[src/verilog/fcs_pkg.sv]
// Package of command codes, addresses and bus timing for the flash host.
package fcs_pkg;
  localparam int ADDR_W = 21;
  localparam int DATA_W = 16;
  localparam logic [11:0] ADDR_UNLOCK1 = 12'h555;
  localparam logic [11:0] ADDR_UNLOCK2 = 12'haaa;
  localparam logic [11:0] ADDR_CFI = 12'h055;
  localparam logic [11:0] ADDR_BLOCK_B_LOCK = 12'h080;
  localparam logic [7:0] DAT_UNLOCK1 = 8'haa;
  localparam logic [7:0] DAT_UNLOCK2 = 8'h55;
  localparam logic [7:0] CMD_PROGRAM = 8'ha0;
  localparam logic [7:0] CMD_ID_ENTRY = 8'h90;
  localparam logic [7:0] CMD_PROT_REG = 8'hc0;
  localparam logic [7:0] CMD_CONFIG = 8'hd0;
  localparam logic [7:0] CMD_DUAL = 8'he0;
  localparam logic [7:0] CMD_EXTENDED = 8'h80;
  localparam logic [7:0] CMD_CHIP_ERASE = 8'h10;
  localparam logic [7:0] CMD_SECTOR_ERASE = 8'h30;
  localparam logic [7:0] CMD_SINGLE_PULSE = 8'ha0;
  localparam logic [7:0] CMD_LOCKDOWN = 8'h60;
  localparam logic [7:0] CMD_SUSPEND = 8'hb0;
  localparam logic [7:0] CMD_RESUME = 8'h30;
  localparam logic [7:0] CMD_ID_EXIT = 8'hf0;
  localparam logic [7:0] CMD_CFI = 8'h98;
  localparam logic [7:0] DAT_BLOCK_B_LOCK = 8'h00;
  localparam int BLOCK_B_LOCK_BIT = 1;
  // Bus cycle timing: setup, strobe and hold in nanoseconds, rounded up to whole clock cycles.
  localparam int CLK_NS = 50;
  localparam int T_SETUP_NS = 50;
  localparam int T_STROBE_NS = 100;
  localparam int T_HOLD_NS = 50;
  localparam int T_SETUP_CYC =
    (T_SETUP_NS + CLK_NS - 1) / CLK_NS < 1 ? 1 :
    (T_SETUP_NS + CLK_NS - 1) / CLK_NS;
  localparam int T_STROBE_CYC =
    (T_STROBE_NS + CLK_NS - 1) / CLK_NS < 1 ? 1 :
    (T_STROBE_NS + CLK_NS - 1) / CLK_NS;
  localparam int T_HOLD_CYC =
    (T_HOLD_NS + CLK_NS - 1) / CLK_NS < 1 ? 1 :
    (T_HOLD_NS + CLK_NS - 1) / CLK_NS;
  // Host operations taken at the user port.
  typedef enum logic [3:0] {
    FCS_OP_READ = 4'h0,
    FCS_OP_PROGRAM = 4'h1,
    FCS_OP_DUAL = 4'h2,
    FCS_OP_CHIP_ERASE = 4'h3,
    FCS_OP_SECTOR_ERASE = 4'h4,
    FCS_OP_SINGLE_PULSE_ENTER = 4'h5,
    FCS_OP_SINGLE_PULSE_WRITE = 4'h6,
    FCS_OP_LOCKDOWN = 4'h7,
    FCS_OP_SUSPEND = 4'h8,
    FCS_OP_RESUME = 4'h9,
    FCS_OP_ID_ENTRY = 4'ha,
    FCS_OP_ID_EXIT = 4'hb,
    FCS_OP_PROT_PROGRAM = 4'hc,
    FCS_OP_BLOCK_B_LOCK = 4'hd,
    FCS_OP_BLOCK_B_STATUS = 4'he,
    FCS_OP_CONFIG = 4'hf
  } fcs_op_e;
endpackage : fcs_pkg

[src/verilog/fcs_bus_cycle.sv]
// One asynchronous flash bus cycle: setup, strobe, hold.
`timescale 1ns/1ps
module fcs_bus_cycle (
  input wire logic clock,
  input wire logic rst,
  input wire logic start,
  input wire logic isRead,
  input wire logic [fcs_pkg::ADDR_W-1:0] addr,
  input wire logic [fcs_pkg::DATA_W-1:0] wdata,
  input wire logic [fcs_pkg::DATA_W-1:0] dqIn,
  output logic busy,
  output logic done,
  output logic [fcs_pkg::DATA_W-1:0] rdata,
  output logic [fcs_pkg::ADDR_W-1:0] flashAddr,
  output logic [fcs_pkg::DATA_W-1:0] dqOut,
  output logic dqOe,
  output logic ceN,
  output logic oeN,
  output logic weN
);
  typedef enum logic [1:0] {
    FCS_CY_IDLE = 2'b00,
    FCS_CY_SETUP = 2'b01,
    FCS_CY_STROBE = 2'b10,
    FCS_CY_HOLD = 2'b11
  } fcs_cy_e;
  fcs_cy_e state_reg, state_next;
  logic [3:0] cnt_reg, cnt_next;
  logic rd_reg, rd_next;
  logic [fcs_pkg::ADDR_W-1:0] addr_reg, addr_next;
  logic [fcs_pkg::DATA_W-1:0] wd_reg, wd_next, rdata_reg, rdata_next;
  logic ceN_reg, ceN_next, oeN_reg, oeN_next, weN_reg, weN_next;
  logic done_reg, done_next;

  // Next state of the strobe sequencer.
  always_comb begin
    state_next = state_reg;
    cnt_next = cnt_reg;
    rd_next = rd_reg;
    addr_next = addr_reg;
    wd_next = wd_reg;
    rdata_next = rdata_reg;
    ceN_next = ceN_reg;
    oeN_next = oeN_reg;
    weN_next = weN_reg;
    done_next = 1'b0;
    unique case (state_reg)
      FCS_CY_IDLE: if (start) begin
        state_next = FCS_CY_SETUP;
        cnt_next = 4'(fcs_pkg::T_SETUP_CYC - 1);
        rd_next = isRead;
        addr_next = addr;
        wd_next = wdata;
        ceN_next = 1'b0;
      end
      FCS_CY_SETUP: if (cnt_reg == 4'h0) begin
        state_next = FCS_CY_STROBE;
        cnt_next = 4'(fcs_pkg::T_STROBE_CYC - 1);
        oeN_next = ~rd_reg;
        weN_next = rd_reg;
      end else cnt_next = cnt_reg - 4'h1;
      FCS_CY_STROBE: if (cnt_reg == 4'h0) begin
        state_next = FCS_CY_HOLD;
        cnt_next = 4'(fcs_pkg::T_HOLD_CYC - 1);
        if (rd_reg) rdata_next = dqIn;
        oeN_next = 1'b1;
        weN_next = 1'b1;
      end else cnt_next = cnt_reg - 4'h1;
      FCS_CY_HOLD: if (cnt_reg == 4'h0) begin
        state_next = FCS_CY_IDLE;
        ceN_next = 1'b1;
        done_next = 1'b1;
      end else cnt_next = cnt_reg - 4'h1;
    endcase
  end

  // Registers of the strobe sequencer.
  always_ff @(posedge clock) begin
    if (rst) begin
      state_reg <= FCS_CY_IDLE;
      cnt_reg <= 4'h0;
      rd_reg <= 1'b0;
      addr_reg <= '0;
      wd_reg <= '0;
      rdata_reg <= '0;
      ceN_reg <= 1'b1;
      oeN_reg <= 1'b1;
      weN_reg <= 1'b1;
      done_reg <= 1'b0;
    end else begin
      state_reg <= state_next;
      cnt_reg <= cnt_next;
      rd_reg <= rd_next;
      addr_reg <= addr_next;
      wd_reg <= wd_next;
      rdata_reg <= rdata_next;
      ceN_reg <= ceN_next;
      oeN_reg <= oeN_next;
      weN_reg <= weN_next;
      done_reg <= done_next;
    end
  end

  // Data lines are driven for writes from setup through hold.
  assign busy = (state_reg != FCS_CY_IDLE);
  assign done = done_reg;
  assign rdata = rdata_reg;
  assign flashAddr = addr_reg;
  assign dqOut = wd_reg;
  assign dqOe = busy && !rd_reg;
  assign ceN = ceN_reg;
  assign oeN = oeN_reg;
  assign weN = weN_reg;
endmodule : fcs_bus_cycle

[src/verilog/fcs_flash_host.sv]
// Host controller issuing flash command sequences on the parallel bus.
`timescale 1ns/1ps
// Function
// - Multi-cycle commands open AA@555, 55@AAA, then command code at 555.
// - Extended group repeats unlock; 10@555 chip erase, 30@sector erases.
// - Extended group sixth write A0@555 enters single-pulse program mode.
// - Single-pulse mode programs with one address/data write, no prefix.
// - Dual program is five cycles: unlock, E0, two address/data writes.
// - Dual program needs high program voltage; addresses differ only in A0.
// - One write B0 at any address suspends erase or program.
// - One write 30 at any address resumes suspended operation.
// - Other exit bytes accepted by device; host always sends F0.
// - Protection register program: unlock, C0, then address/data write.
// - Block B lock: unlock, C0, then write to 080 with bit 1 zero.
// - Block B status: unlock, 90, then read at address 80.
// - Configuration set: unlock, D0, then write 00 or 01 anywhere.
// - Single write 98@55 enters CFI query; left with identification exit.
module fcs_flash_host #(
  parameter int ADDR_W = fcs_pkg::ADDR_W,
  parameter int DATA_W = fcs_pkg::DATA_W
) (
  input wire logic clock,
  input wire logic rst,
  input wire logic cmdValid,
  output logic cmdReady,
  input wire logic [3:0] cmdOp,
  input wire logic cmdCfi,
  input wire logic cmdExitLong,
  input wire logic [ADDR_W-1:0] first_pair_address,
  input wire logic [DATA_W-1:0] first_pair_data,
  input wire logic [DATA_W-1:0] second_pair_data,
  input wire logic highVoltageOk,
  output logic rspValid,
  output logic rspRefused,
  output logic [DATA_W-1:0] rspData,
  output logic block_b_lock_bit,
  output logic singlePulseMode,
  output logic idMode,
  output logic [ADDR_W-1:0] flashAddr,
  input wire logic [DATA_W-1:0] dqIn,
  output logic [DATA_W-1:0] dqOut,
  output logic dqOe,
  output logic ceN,
  output logic oeN,
  output logic weN
);
  typedef enum logic [1:0] {
    FCS_IDLE = 2'b00,
    FCS_ISSUE = 2'b01,
    FCS_WAIT = 2'b10,
    FCS_DONE = 2'b11
  } fcs_state_e;

  fcs_state_e state_reg, state_next;
  fcs_pkg::fcs_op_e op_reg, op_next;
  logic cfi_reg, cfi_next;
  logic exit_reg, exit_next;
  logic [2:0] step_reg, step_next;
  logic [ADDR_W-1:0] addrA_reg, addrA_next;
  logic [DATA_W-1:0] dataA_reg, dataA_next, dataB_reg, dataB_next;
  logic [DATA_W-1:0] rsp_reg, rsp_next;
  logic rspValid_reg, rspValid_next, refused_reg, refused_next;
  logic lockBit_reg, lockBit_next;
  logic spm_reg, spm_next, idm_reg, idm_next;

  logic [ADDR_W-1:0] stepAddr;
  logic [DATA_W-1:0] stepData;
  logic stepRead;
  logic [2:0] stepCount;
  logic cyStart, cyBusy, cyDone;
  logic [DATA_W-1:0] cyData;
  logic refuse;
  fcs_pkg::fcs_op_e reqOp;

  assign reqOp = fcs_pkg::fcs_op_e'(cmdOp);

  // Step table for the operation held.
  fcs_seq_rom u_rom (
    .op(op_reg),
    .step(step_reg),
    .cfiOp(cfi_reg),
    .exitLong(exit_reg),
    .addrA(addrA_reg),
    .addrB(addrA_reg),
    .dataA(dataA_reg),
    .dataB(dataB_reg),
    .stepAddr(stepAddr),
    .stepData(stepData),
    .stepRead(stepRead),
    .stepCount(stepCount)
  );

  // Pin-level sequencer for each bus cycle.
  fcs_bus_cycle u_cycle (
    .clock(clock),
    .rst(rst),
    .start(cyStart),
    .isRead(stepRead),
    .addr(stepAddr),
    .wdata(stepData),
    .dqIn(dqIn),
    .busy(cyBusy),
    .done(cyDone),
    .rdata(cyData),
    .flashAddr(flashAddr),
    .dqOut(dqOut),
    .dqOe(dqOe),
    .ceN(ceN),
    .oeN(oeN),
    .weN(weN)
  );

  // Dual program without high voltage is refused, and single-pulse writes
  // are refused unless the device was put into that mode.
  assign refuse = (!cmdCfi && reqOp == fcs_pkg::FCS_OP_DUAL &&
                   !highVoltageOk) ||
                  (!cmdCfi && reqOp == fcs_pkg::FCS_OP_SINGLE_PULSE_WRITE &&
                   !spm_reg);
  assign cmdReady = (state_reg == FCS_IDLE);
  assign cyStart = (state_reg == FCS_ISSUE) && !cyBusy;

  // Next values of the command sequencer and its mode tracking.
  always_comb begin
    state_next = state_reg;
    op_next = op_reg;
    cfi_next = cfi_reg;
    exit_next = exit_reg;
    step_next = step_reg;
    addrA_next = addrA_reg;
    dataA_next = dataA_reg;
    dataB_next = dataB_reg;
    rsp_next = rsp_reg;
    rspValid_next = 1'b0;
    refused_next = 1'b0;
    lockBit_next = lockBit_reg;
    spm_next = spm_reg;
    idm_next = idm_reg;
    unique case (state_reg)
      FCS_IDLE: if (cmdValid) begin
        if (refuse) begin
          rspValid_next = 1'b1;
          refused_next = 1'b1;
        end else begin
          state_next = FCS_ISSUE;
          op_next = reqOp;
          cfi_next = cmdCfi;
          exit_next = cmdExitLong;
          step_next = 3'h0;
          addrA_next = first_pair_address;
          dataA_next = first_pair_data;
          dataB_next = second_pair_data;
        end
      end
      FCS_ISSUE: if (cyStart) state_next = FCS_WAIT;
      FCS_WAIT: if (cyDone) begin
        if (step_reg == stepCount - 3'h1) state_next = FCS_DONE;
        else begin
          step_next = step_reg + 3'h1;
          state_next = FCS_ISSUE;
        end
      end
      FCS_DONE: begin
        state_next = FCS_IDLE;
        rspValid_next = 1'b1;
        rsp_next = cyData;
        if (cfi_reg) idm_next = 1'b1;
        else begin
          unique case (op_reg)
            fcs_pkg::FCS_OP_ID_ENTRY: idm_next = 1'b1;
            fcs_pkg::FCS_OP_ID_EXIT: idm_next = 1'b0;
            fcs_pkg::FCS_OP_BLOCK_B_STATUS: begin
              idm_next = 1'b1;
              lockBit_next = cyData[fcs_pkg::BLOCK_B_LOCK_BIT];
            end
            fcs_pkg::FCS_OP_SINGLE_PULSE_ENTER: spm_next = 1'b1;
            default: ;
          endcase
        end
      end
    endcase
  end

  // Registers of the command sequencer.
  always_ff @(posedge clock) begin
    if (rst) begin
      state_reg <= FCS_IDLE;
      op_reg <= fcs_pkg::FCS_OP_READ;
      cfi_reg <= 1'b0;
      exit_reg <= 1'b0;
      step_reg <= 3'h0;
      addrA_reg <= '0;
      dataA_reg <= '0;
      dataB_reg <= '0;
      rsp_reg <= '0;
      rspValid_reg <= 1'b0;
      refused_reg <= 1'b0;
      lockBit_reg <= 1'b1;
      spm_reg <= 1'b0;
      idm_reg <= 1'b0;
    end else begin
      state_reg <= state_next;
      op_reg <= op_next;
      cfi_reg <= cfi_next;
      exit_reg <= exit_next;
      step_reg <= step_next;
      addrA_reg <= addrA_next;
      dataA_reg <= dataA_next;
      dataB_reg <= dataB_next;
      rsp_reg <= rsp_next;
      rspValid_reg <= rspValid_next;
      refused_reg <= refused_next;
      lockBit_reg <= lockBit_next;
      spm_reg <= spm_next;
      idm_reg <= idm_next;
    end
  end

  // Response and mode outputs come straight from registers.
  assign rspValid = rspValid_reg;
  assign rspRefused = refused_reg;
  assign rspData = rsp_reg;
  assign block_b_lock_bit = lockBit_reg;
  assign singlePulseMode = spm_reg;
  assign idMode = idm_reg;
endmodule : fcs_flash_host

[src/verilog/fcs_seq_rom.sv]
// Lookup of the address and data for one step of a host command sequence.
`timescale 1ns/1ps
module fcs_seq_rom (
  input wire fcs_pkg::fcs_op_e op,
  input wire logic [2:0] step,
  input wire logic cfiOp,
  input wire logic exitLong,
  input wire logic [fcs_pkg::ADDR_W-1:0] addrA,
  input wire logic [fcs_pkg::ADDR_W-1:0] addrB,
  input wire logic [fcs_pkg::DATA_W-1:0] dataA,
  input wire logic [fcs_pkg::DATA_W-1:0] dataB,
  output logic [fcs_pkg::ADDR_W-1:0] stepAddr,
  output logic [fcs_pkg::DATA_W-1:0] stepData,
  output logic stepRead,
  output logic [2:0] stepCount
);
  // Widens a twelve-bit command address; upper bits are driven zero.
  function automatic logic [fcs_pkg::ADDR_W-1:0] cmdAddr(
    input logic [11:0] a
  );
    cmdAddr = {{(fcs_pkg::ADDR_W-12){1'b0}}, a};
  endfunction : cmdAddr

  // Widens a command code onto the low eight data lines.
  function automatic logic [fcs_pkg::DATA_W-1:0] cmdData(
    input logic [7:0] d
  );
    cmdData = {{(fcs_pkg::DATA_W-8){1'b0}}, d};
  endfunction : cmdData

  logic [7:0] thirdCode;
  logic [7:0] sixthCode;

  // Third and sixth cycle codes chosen by the operation.
  always_comb begin
    thirdCode = fcs_pkg::CMD_EXTENDED;
    sixthCode = fcs_pkg::CMD_CHIP_ERASE;
    unique case (op)
      fcs_pkg::FCS_OP_PROGRAM: thirdCode = fcs_pkg::CMD_PROGRAM;
      fcs_pkg::FCS_OP_DUAL: thirdCode = fcs_pkg::CMD_DUAL;
      fcs_pkg::FCS_OP_ID_ENTRY: thirdCode = fcs_pkg::CMD_ID_ENTRY;
      fcs_pkg::FCS_OP_BLOCK_B_STATUS: thirdCode = fcs_pkg::CMD_ID_ENTRY;
      fcs_pkg::FCS_OP_ID_EXIT: thirdCode = fcs_pkg::CMD_ID_EXIT;
      fcs_pkg::FCS_OP_PROT_PROGRAM: thirdCode = fcs_pkg::CMD_PROT_REG;
      fcs_pkg::FCS_OP_BLOCK_B_LOCK: thirdCode = fcs_pkg::CMD_PROT_REG;
      fcs_pkg::FCS_OP_CONFIG: thirdCode = fcs_pkg::CMD_CONFIG;
      fcs_pkg::FCS_OP_SECTOR_ERASE: sixthCode = fcs_pkg::CMD_SECTOR_ERASE;
      fcs_pkg::FCS_OP_SINGLE_PULSE_ENTER:
        sixthCode = fcs_pkg::CMD_SINGLE_PULSE;
      fcs_pkg::FCS_OP_LOCKDOWN: sixthCode = fcs_pkg::CMD_LOCKDOWN;
      default: ;
    endcase
  end

  // Address, data and direction of the requested step.
  always_comb begin
    stepAddr = cmdAddr(fcs_pkg::ADDR_UNLOCK1);
    stepData = cmdData(fcs_pkg::DAT_UNLOCK1);
    stepRead = 1'b0;
    stepCount = 3'h3;
    if (cfiOp) begin
      stepCount = 3'h1;
      stepAddr = cmdAddr(fcs_pkg::ADDR_CFI);
      stepData = cmdData(fcs_pkg::CMD_CFI);
    end else begin
      unique case (op)
        fcs_pkg::FCS_OP_READ: begin
          stepCount = 3'h1;
          stepRead = 1'b1;
          stepAddr = addrA;
        end
        fcs_pkg::FCS_OP_SINGLE_PULSE_WRITE: begin
          stepCount = 3'h1;
          stepAddr = addrA;
          stepData = dataA;
        end
        fcs_pkg::FCS_OP_SUSPEND, fcs_pkg::FCS_OP_RESUME: begin
          stepCount = 3'h1;
          stepAddr = addrA;
          stepData = cmdData(op == fcs_pkg::FCS_OP_SUSPEND ?
            fcs_pkg::CMD_SUSPEND : fcs_pkg::CMD_RESUME);
        end
        fcs_pkg::FCS_OP_ID_ENTRY: stepCount = 3'h3;
        fcs_pkg::FCS_OP_ID_EXIT: stepCount = exitLong ? 3'h3 : 3'h1;
        fcs_pkg::FCS_OP_DUAL: stepCount = 3'h5;
        fcs_pkg::FCS_OP_CHIP_ERASE, fcs_pkg::FCS_OP_SECTOR_ERASE,
        fcs_pkg::FCS_OP_SINGLE_PULSE_ENTER, fcs_pkg::FCS_OP_LOCKDOWN:
          stepCount = 3'h6;
        default: stepCount = 3'h4;
      endcase
      if (op == fcs_pkg::FCS_OP_ID_EXIT && !exitLong) begin
        stepAddr = addrA;
        stepData = cmdData(fcs_pkg::CMD_ID_EXIT);
      end else if (stepCount != 3'h1) begin
        unique case (step)
          3'h0, 3'h3: begin
            stepAddr = cmdAddr(fcs_pkg::ADDR_UNLOCK1);
            stepData = cmdData(fcs_pkg::DAT_UNLOCK1);
          end
          3'h1, 3'h4: begin
            stepAddr = cmdAddr(fcs_pkg::ADDR_UNLOCK2);
            stepData = cmdData(fcs_pkg::DAT_UNLOCK2);
          end
          3'h2: stepData = cmdData(thirdCode);
          default: begin
            stepAddr = cmdAddr(fcs_pkg::ADDR_UNLOCK1);
            stepData = cmdData(sixthCode);
          end
        endcase
        if (stepCount == 3'h5 && step == 3'h3) begin
          stepAddr = addrA;
          stepData = dataA;
        end else if (stepCount == 3'h5 && step == 3'h4) begin
          stepAddr = {addrA[fcs_pkg::ADDR_W-1:1], ~addrA[0]};
          stepData = dataB;
        end else if (stepCount == 3'h6 && step == 3'h5 &&
                     (op == fcs_pkg::FCS_OP_SECTOR_ERASE ||
                      op == fcs_pkg::FCS_OP_LOCKDOWN)) begin
          stepAddr = addrA;
        end else if (stepCount == 3'h4 && step == 3'h3) begin
          stepAddr = addrA;
          stepData = dataA;
          stepRead = (op == fcs_pkg::FCS_OP_BLOCK_B_STATUS);
          if (op == fcs_pkg::FCS_OP_BLOCK_B_LOCK ||
              op == fcs_pkg::FCS_OP_BLOCK_B_STATUS) begin
            stepAddr = cmdAddr(fcs_pkg::ADDR_BLOCK_B_LOCK);
            stepData = cmdData(fcs_pkg::DAT_BLOCK_B_LOCK);
          end else if (op == fcs_pkg::FCS_OP_CONFIG) begin
            stepData = {{(fcs_pkg::DATA_W-1){1'b0}}, dataA[0]};
          end
        end
      end
    end
  end
  // addrB is reserved for callers that pass an explicit second address.
  logic unusedB;
  assign unusedB = ^addrB;
endmodule : fcs_seq_rom
[config.mk]
export PLATFORM = sky130hd
export DESIGN_NAME = fcs_flash_host
export DESIGN_NICKNAME = d
export VERILOG_FILES = /design/src/verilog/fcs_pkg.sv /design/src/verilog/fcs_bus_cycle.sv /design/src/verilog/fcs_flash_host.sv /design/src/verilog/fcs_seq_rom.sv
export SDC_FILE = /design/constraint.sdc
export NUM_CORES = 1
export LEC_CHECK = 0
export ABC_CLOCK_PERIOD_IN_PS = 2750
export BUFFER_PORTS_ARGS = -buffer_cell sky130_fd_sc_hd__buf_4
export CAP_MARGIN = 20
export CORE_UTILIZATION = 42
export CTS_CLUSTER_SIZE = 40
export DETAILED_ROUTE_END_ITERATION = 8
export PLACE_DENSITY = 0.69
export SLEW_MARGIN = 20
export SYNTH_ARGS = -nofsm -noshare
export SYNTH_HDL_FRONTEND = slang
export SYNTH_HIERARCHICAL = 1
export SYNTH_SLANG_ARGS = --single-unit
[constraint.sdc]
create_clock -name clock -period 2.75 [get_ports clock]
set_input_delay 0.55 -clock clock [delete_from_list [all_inputs] [get_ports clock]]
set_output_delay 0.55 -clock clock [all_outputs]
set_load 0.01 [all_outputs]
After elaboration in Yosys (flattened, before gate mapping)

Cells that the tools add are included.

Flip-flop bits (word level): 149
Bits of input ports: 79
Output and inout port bits: 63
Word-level logic and storage cells: 198

$add $sub $neg: 3
Equality and inequality tests: 43
Multiplexer cells: 70
Bitwise logic cells: 6
Reduce and logical (&&, ||, !) cells: 52

Operator list:

| cell                                                             | number |
|---|---|
| 21-bit 2-to-1 mux                                                | 9 |
| 16-bit 2-to-1 mux                                                | 9 |
| 8-bit case mux with 3 select lines                               | 2 |
| 21-bit case mux with 2 select lines                              | 1 |
| 7-bit case mux with 6 select lines                               | 1 |
| 4-bit == test (second input constant)                            | 8 |
| 16-bit case mux with 2 select lines                              | 1 |
| 4-bit by 3-bit == test with 1-bit output (second input constant) | 5 |
| 2-bit 2-to-1 mux                                                 | 10 |
| 3-bit 2-to-1 mux                                                 | 6 |
| 3-bit AND reduction                                              | 6 |
| 1-bit 2-to-1 mux                                                 | 16 |
| 4-bit 2-to-1 mux                                                 | 4 |
| 2-bit case mux with 4 select lines                               | 2 |
| 4-bit case mux with 4 select lines                               | 1 |
| 3-bit == test (second input constant)                            | 5 |
| 3-bit case mux with 5 select lines                               | 1 |
| 2-bit OR reduction                                               | 7 |
| 4-bit by 2-bit == test with 1-bit output (second input constant) | 3 |
| 1-bit logical AND                                                | 12 |
| 2-bit inequality test (second input constant)                    | 6 |
| 1-bit case mux with 2 select lines                               | 5 |
| 2-bit == test (second input constant)                            | 4 |
| 4-bit zero test                                                  | 2 |
| other kinds (23)                                                 | 48 |

Logic depth before layout (Yosys ltp)

Depth in word-level cells: 13
Depth in mapped cells: 11
Gate-level depth less buffers: 9

Modules after synthesis

Netlist, hierarchy kept.

By module, submodules not included:

| module         | instances | cells an instance | area each (um^2) | sequential area each (um^2) |
|---|---|---|---|---|
| fcs_flash_host | 1         | 377               | 3225.6           | 1701.6 |
| fcs_bus_cycle  | 1         | 306               | 2488.6           | 1281.2 |
| fcs_seq_rom    | 1         | 211               | 1338.8           | 0.0 |

Least setup slack after synthesis

Ideal clock, no wire load.

Path kind: reg-to-reg
From: reg op_reg[1]
To: reg step_reg[2]
Library setup time: 117 ps
Arrival: 2480 ps
Data required time: 2633 ps
Slack: 153 ps
Stages on the path, launching flop included: 12
Buffers on the path: 3
Period minus slack after synthesis: 2597 ps
Path through: dfxtp_1 -> buf_2 -> buf_2 -> buf_2 -> nor2_1 -> a2111oi_0 -> inv_1 -> ha_1 -> xnor3_1 -> nand4_1 -> o2111ai_1 -> a32o_1

Cells in the longest elaborated chain, start to end: 9
Elaborated cells between the ends (all ways): 20
Those cells by class: add/sub: 1; eq/ne: 12; mux: 3; reduce/logical: 4

RTL lines:

| what                                                                   | RTL line              | text |
|---|---|---|
| from (decl)                                                            | fcs_flash_host.sv:55  | `fcs_pkg::fcs_op_e op_reg, op_next;` |
| from (signal assigned)                                                 | fcs_flash_host.sv:187 | `op_reg <= fcs_pkg::FCS_OP_READ;` |
| from (signal assigned)                                                 | fcs_flash_host.sv:202 | `op_reg <= op_next;` |
| 4-bit by 2-bit == test with 1-bit output, or another cell as far along | fcs_seq_rom.sv:66     | `unique case (op)` |
| 4-bit OR reduction, on equally long branches                           | n/a                   |  |
| 3-bit case mux with 5 select lines (*)                                 | fcs_seq_rom.sv:66     |  |
| 3-bit 2-to-1 mux (*) (2 in series)                                     | fcs_seq_rom.sv:61     | `if (cfiOp) begin` |
| named net stepCount[1]                                                 | fcs_flash_host.sv:69  | `logic [2:0] stepCount;` |
| 3-bit by 1-bit subtractor with 3-bit output (*)                        | fcs_flash_host.sv:156 | `if (step_reg == stepCount - 3'h1) state_next = FCS_DONE;` |
| 3-bit == test (*)                                                      | fcs_flash_host.sv:156 |  |
| 2-bit inequality test (no source line) (*)                             | n/a                   |  |
| 5-bit AND reduction (no source line) (*)                               | n/a                   |  |
| to (signal assigned)                                                   | fcs_flash_host.sv:205 | `step_reg <= step_next;` |
| to (decl)                                                              | fcs_flash_host.sv:58  | `logic [2:0] step_reg, step_next;` |

Mark *: on every way through the listed nets, which the timed path passes. The rest lies on a longest branch. The select of a mux whose other input is x is not followed.
A chain may end at the register's enable or synchronous reset.

Final worst setup path

From: reg op_reg[2]
To: reg step_reg[2]

Same word-level chain as after synthesis.

==> out/qor.csv <==
metric,value,unit
post-synthesis sequential area ratio,42.29,%
CTS tree,built,
switching share of power,35.87,%
unrepaired setup endpoints after global routing,false,
CP Data Required Time,3.05,ns
most frequent cells in the layout,"nand2_1, buf_4, dfxtp_1",
crit-path max FO,14,
Worst path top cell family by delay,compound AO/OA/AOI/OAI gates,
Hold Fails Final Rpt,0,
final wirelength,19020,microns
vias per cell,5.250,
initial antenna violation count,0,
power density over the cells,820.1,nW/um^2
"flops & latches, synth",149,
core area,16470,sq um
Cells after Synth,894,
"Critical Path, Cell by Cell",inv_1 -> nand2_1 -> a2111oi_1 -> inv_1 -> ha_1 -> xnor3_1 -> nand4_1 -> and3_1 -> a32o_1,
crit path DAT,2.74,ns
Synth Cell Area,7053,sq um
Critical Path Most Common Cell,inv_1,
max cap viols,0,
Synth Flop Type,dfxtp_1,
first drt pass iteration count,5,
share of cells above drive strength 1,22.40,%
vias in the first global route,6161,
"Design Area, Final",8975,sq um
Worst-Skew Late Latency,0.42,ns
biggest cell delay along the critical path,0.47,ns
die area,17310,sq um
diodes inserted,0,
Final Skew,0.01181,ns
worst path buffer plus inverter count,2,
post-CTS setup buffer count,0,
Critical-path top delay cell,dfxtp_1,
outcome,finished clean,
Combinational Power Share,33.1,%
slew of the pin with the lowest slew margin,0.6692,ns
"FFs w/ async S/R, synth",0,%
setup TNS,0,ns
post-route ant nets,0,
YS warnings,6,
RePlAce Congestion,0.9175,
"commonest non-fill, non-tap cell in the layout",nand2_1,
grt total ovfl,0,
CTS Buf Count,17,
Leak Pwr,0.003598,uW
slew margin rel.,55.26,%
Worst setup EP type,flop,
Clk pwr share,31.1,%
Iter 0 DRT Violations,535,
Die Y,131.6,microns
Sw Pwr,2640,uW
CTS root buf,clkbuf_16,
Die X,131.6,microns
Hold Path Class,input port to flop,
Post-synth EDFFs,0,
clock tree buffer depth,2,
I/O pin count,142,
Syn Area/Cell,7.889,sq um
final cycle utilization of the critical path,88.56,%
first-pass GRT wire length,31210,microns
sequential fraction of design power,35.8,%
Rows,47,
syn nets,987,
final setup violation count,0,
total number of vias,6615,
fin nets,1120,
Max Clock Freq,0.4106,GHz
initial core utilization,42.83,%
H-tree depth,4,
Wirelength per Cell,15.09,microns
total track usage,22.24,%
Port-buffer cells,141,
min Tclk post-route,2.435,ns
Area Overhead vs Synth,27.25,%
DRC,0,
Post-Route Utilization,54.51,%
VDD IR max,0.4822,mV
DP Area,8384,sq um
"Clk pin slew, worst setup/hold paths",0.07,ns
max-slew violation count,0,
clk sink count,149,
Int Power,4720,uW
startpoint types,flop,
largest net degree at the start of global routing,60,
dpl hpwl,13080,microns
critical path class,flop to flop,
synth unique cells,76,
area by class of cell:
| class | count | area [sq um] |
|---|---|---|
| Clock buffer | 19 | 452.9 |
| Clock inverter | 13 | 136.4 |
| Fill cell | 1589 | 7491 |
| Inverter | 23 | 86.33 |
| Multi-Input combinational cell | 662 | 3685 |
| Sequential cell | 149 | 2983 |
| Tap cell | 220 | 275.3 |
| Timing Repair Buffer | 174 | 1356 |
final timing paths:
kind / startpoint / slack (ns) / cells after the start / endpoint
setup / recovery: op_reg[2]$_SDFFE_PP0P_ / 0.31 / 9 / step_reg[2]$_SDFFE_PP0P_
hold / removal: first_pair_data[13] / 0.37 / 3 / dataA_reg[13]$_SDFFE_PP0P_
setup reg to reg: op_reg[2]$_SDFFE_PP0P_ / 0.31 / 9 / step_reg[2]$_SDFFE_PP0P_
hold reg to reg: addrA_reg[15]$_SDFFE_PP0P_ / 0.45 / 2 / addrA_reg[15]$_SDFFE_PP0P_
routing by layer:
layer | vias to the layer above | share of wire (%) | track usage (%)
met5 | - | 0 | 0
met1 | 3093 | 47 | 30.55
met3 | 13 | 5.2 | 4.745
met4 | 0 | 1.0 | 5.556
met2 | 189 | 47 | 35.30
li1 | 3320 | - | -
power groups by stage:
stage	Sequential (uW)	Combinational (uW)	Clock, uW
global route	2670	2690	2440
global placement	2680	2410	0
detailed placement	2690	2410	0
finish	2640	2430	2290
floorplan	2650	1650	0
CTS	2640	2430	2340
cell families after synthesis:
family	count (synthesis)	synth area share [%]
buffers and inverters	83	5.606
AND/OR/NAND/NOR	383	24.71
XOR/XNOR	6	0.9403
AO/OA/AOI/OAI	238	20.97
adder cells (fa/ha/maj)	14	2.484
multiplexers	21	2.998
flip-flops	149	42.29
synthesized netlist by cell type (all sizes together) (3+ instances only):
| cell type | n | share of area [%] |
|---|---|---|
| inv | 23 | 1.2 |
| xor2 | 3 | 0.37 |
| o211ai | 9 | 0.96 |
| nor2 | 47 | 2.5 |
| nand2b | 10 | 0.89 |
| clkbuf | 30 | 1.6 |
| nand3b | 5 | 0.71 |
| o21ai | 25 | 1.8 |
| a32o | 4 | 0.57 |
| and3 | 3 | 0.27 |
| nand2 | 251 | 13 |
| nor3 | 13 | 0.92 |
| o311ai | 4 | 0.50 |
| a21oi | 138 | 10 |
| a21o | 7 | 0.75 |
| mux2i | 20 | 2.8 |
| o21bai | 3 | 0.32 |
| a311oi | 3 | 0.46 |
| nand3 | 11 | 0.85 |
| a31o | 3 | 0.37 |
| nand4bb | 3 | 0.48 |
| buf | 30 | 2.8 |
| and2 | 11 | 0.98 |
| a31oi | 5 | 0.44 |
| o22ai | 3 | 0.27 |
| a22o | 8 | 0.99 |
| nor3b | 3 | 0.48 |
| nor4 | 4 | 0.35 |
| nor2b | 9 | 0.80 |
| dfxtp | 149 | 42 |
| nor4b | 5 | 1.0 |
| ha | 14 | 2.5 |
metrics by stage:
stage                     setup slack (ns)  std cells  total power [uW]  hold slack, ns
after floorplan                     0.1527        894              4300          0.4317
after global placement              0.3363       1228              5084          0.4388
after detailed placement            0.3265       1228              5100          0.4424
after CTS                           0.3180       1260              7407          0.3593
after global routing               0.01746       1260              7811          0.3579
final                               0.3146       1260              7360          0.3748
timing repair:
item,4_1_cts,5_1_grt
endpoints found under the hold margin,0,0
hold buffers,0,0
endpoints found under the setup margin,0,3
gates resized for setup,0,1
worst reg2reg max path, cell delays in order, from the launching register on:
cell       delay, ns
dfxtp_1         0.47
inv_1           0.21
nand2_1         0.07
a2111oi_1       0.37
inv_1           0.09
ha_1            0.20
xnor3_1         0.27
nand4_1         0.16
and3_1          0.26
a32o_1          0.22
(Power assumes the default switching activity.)
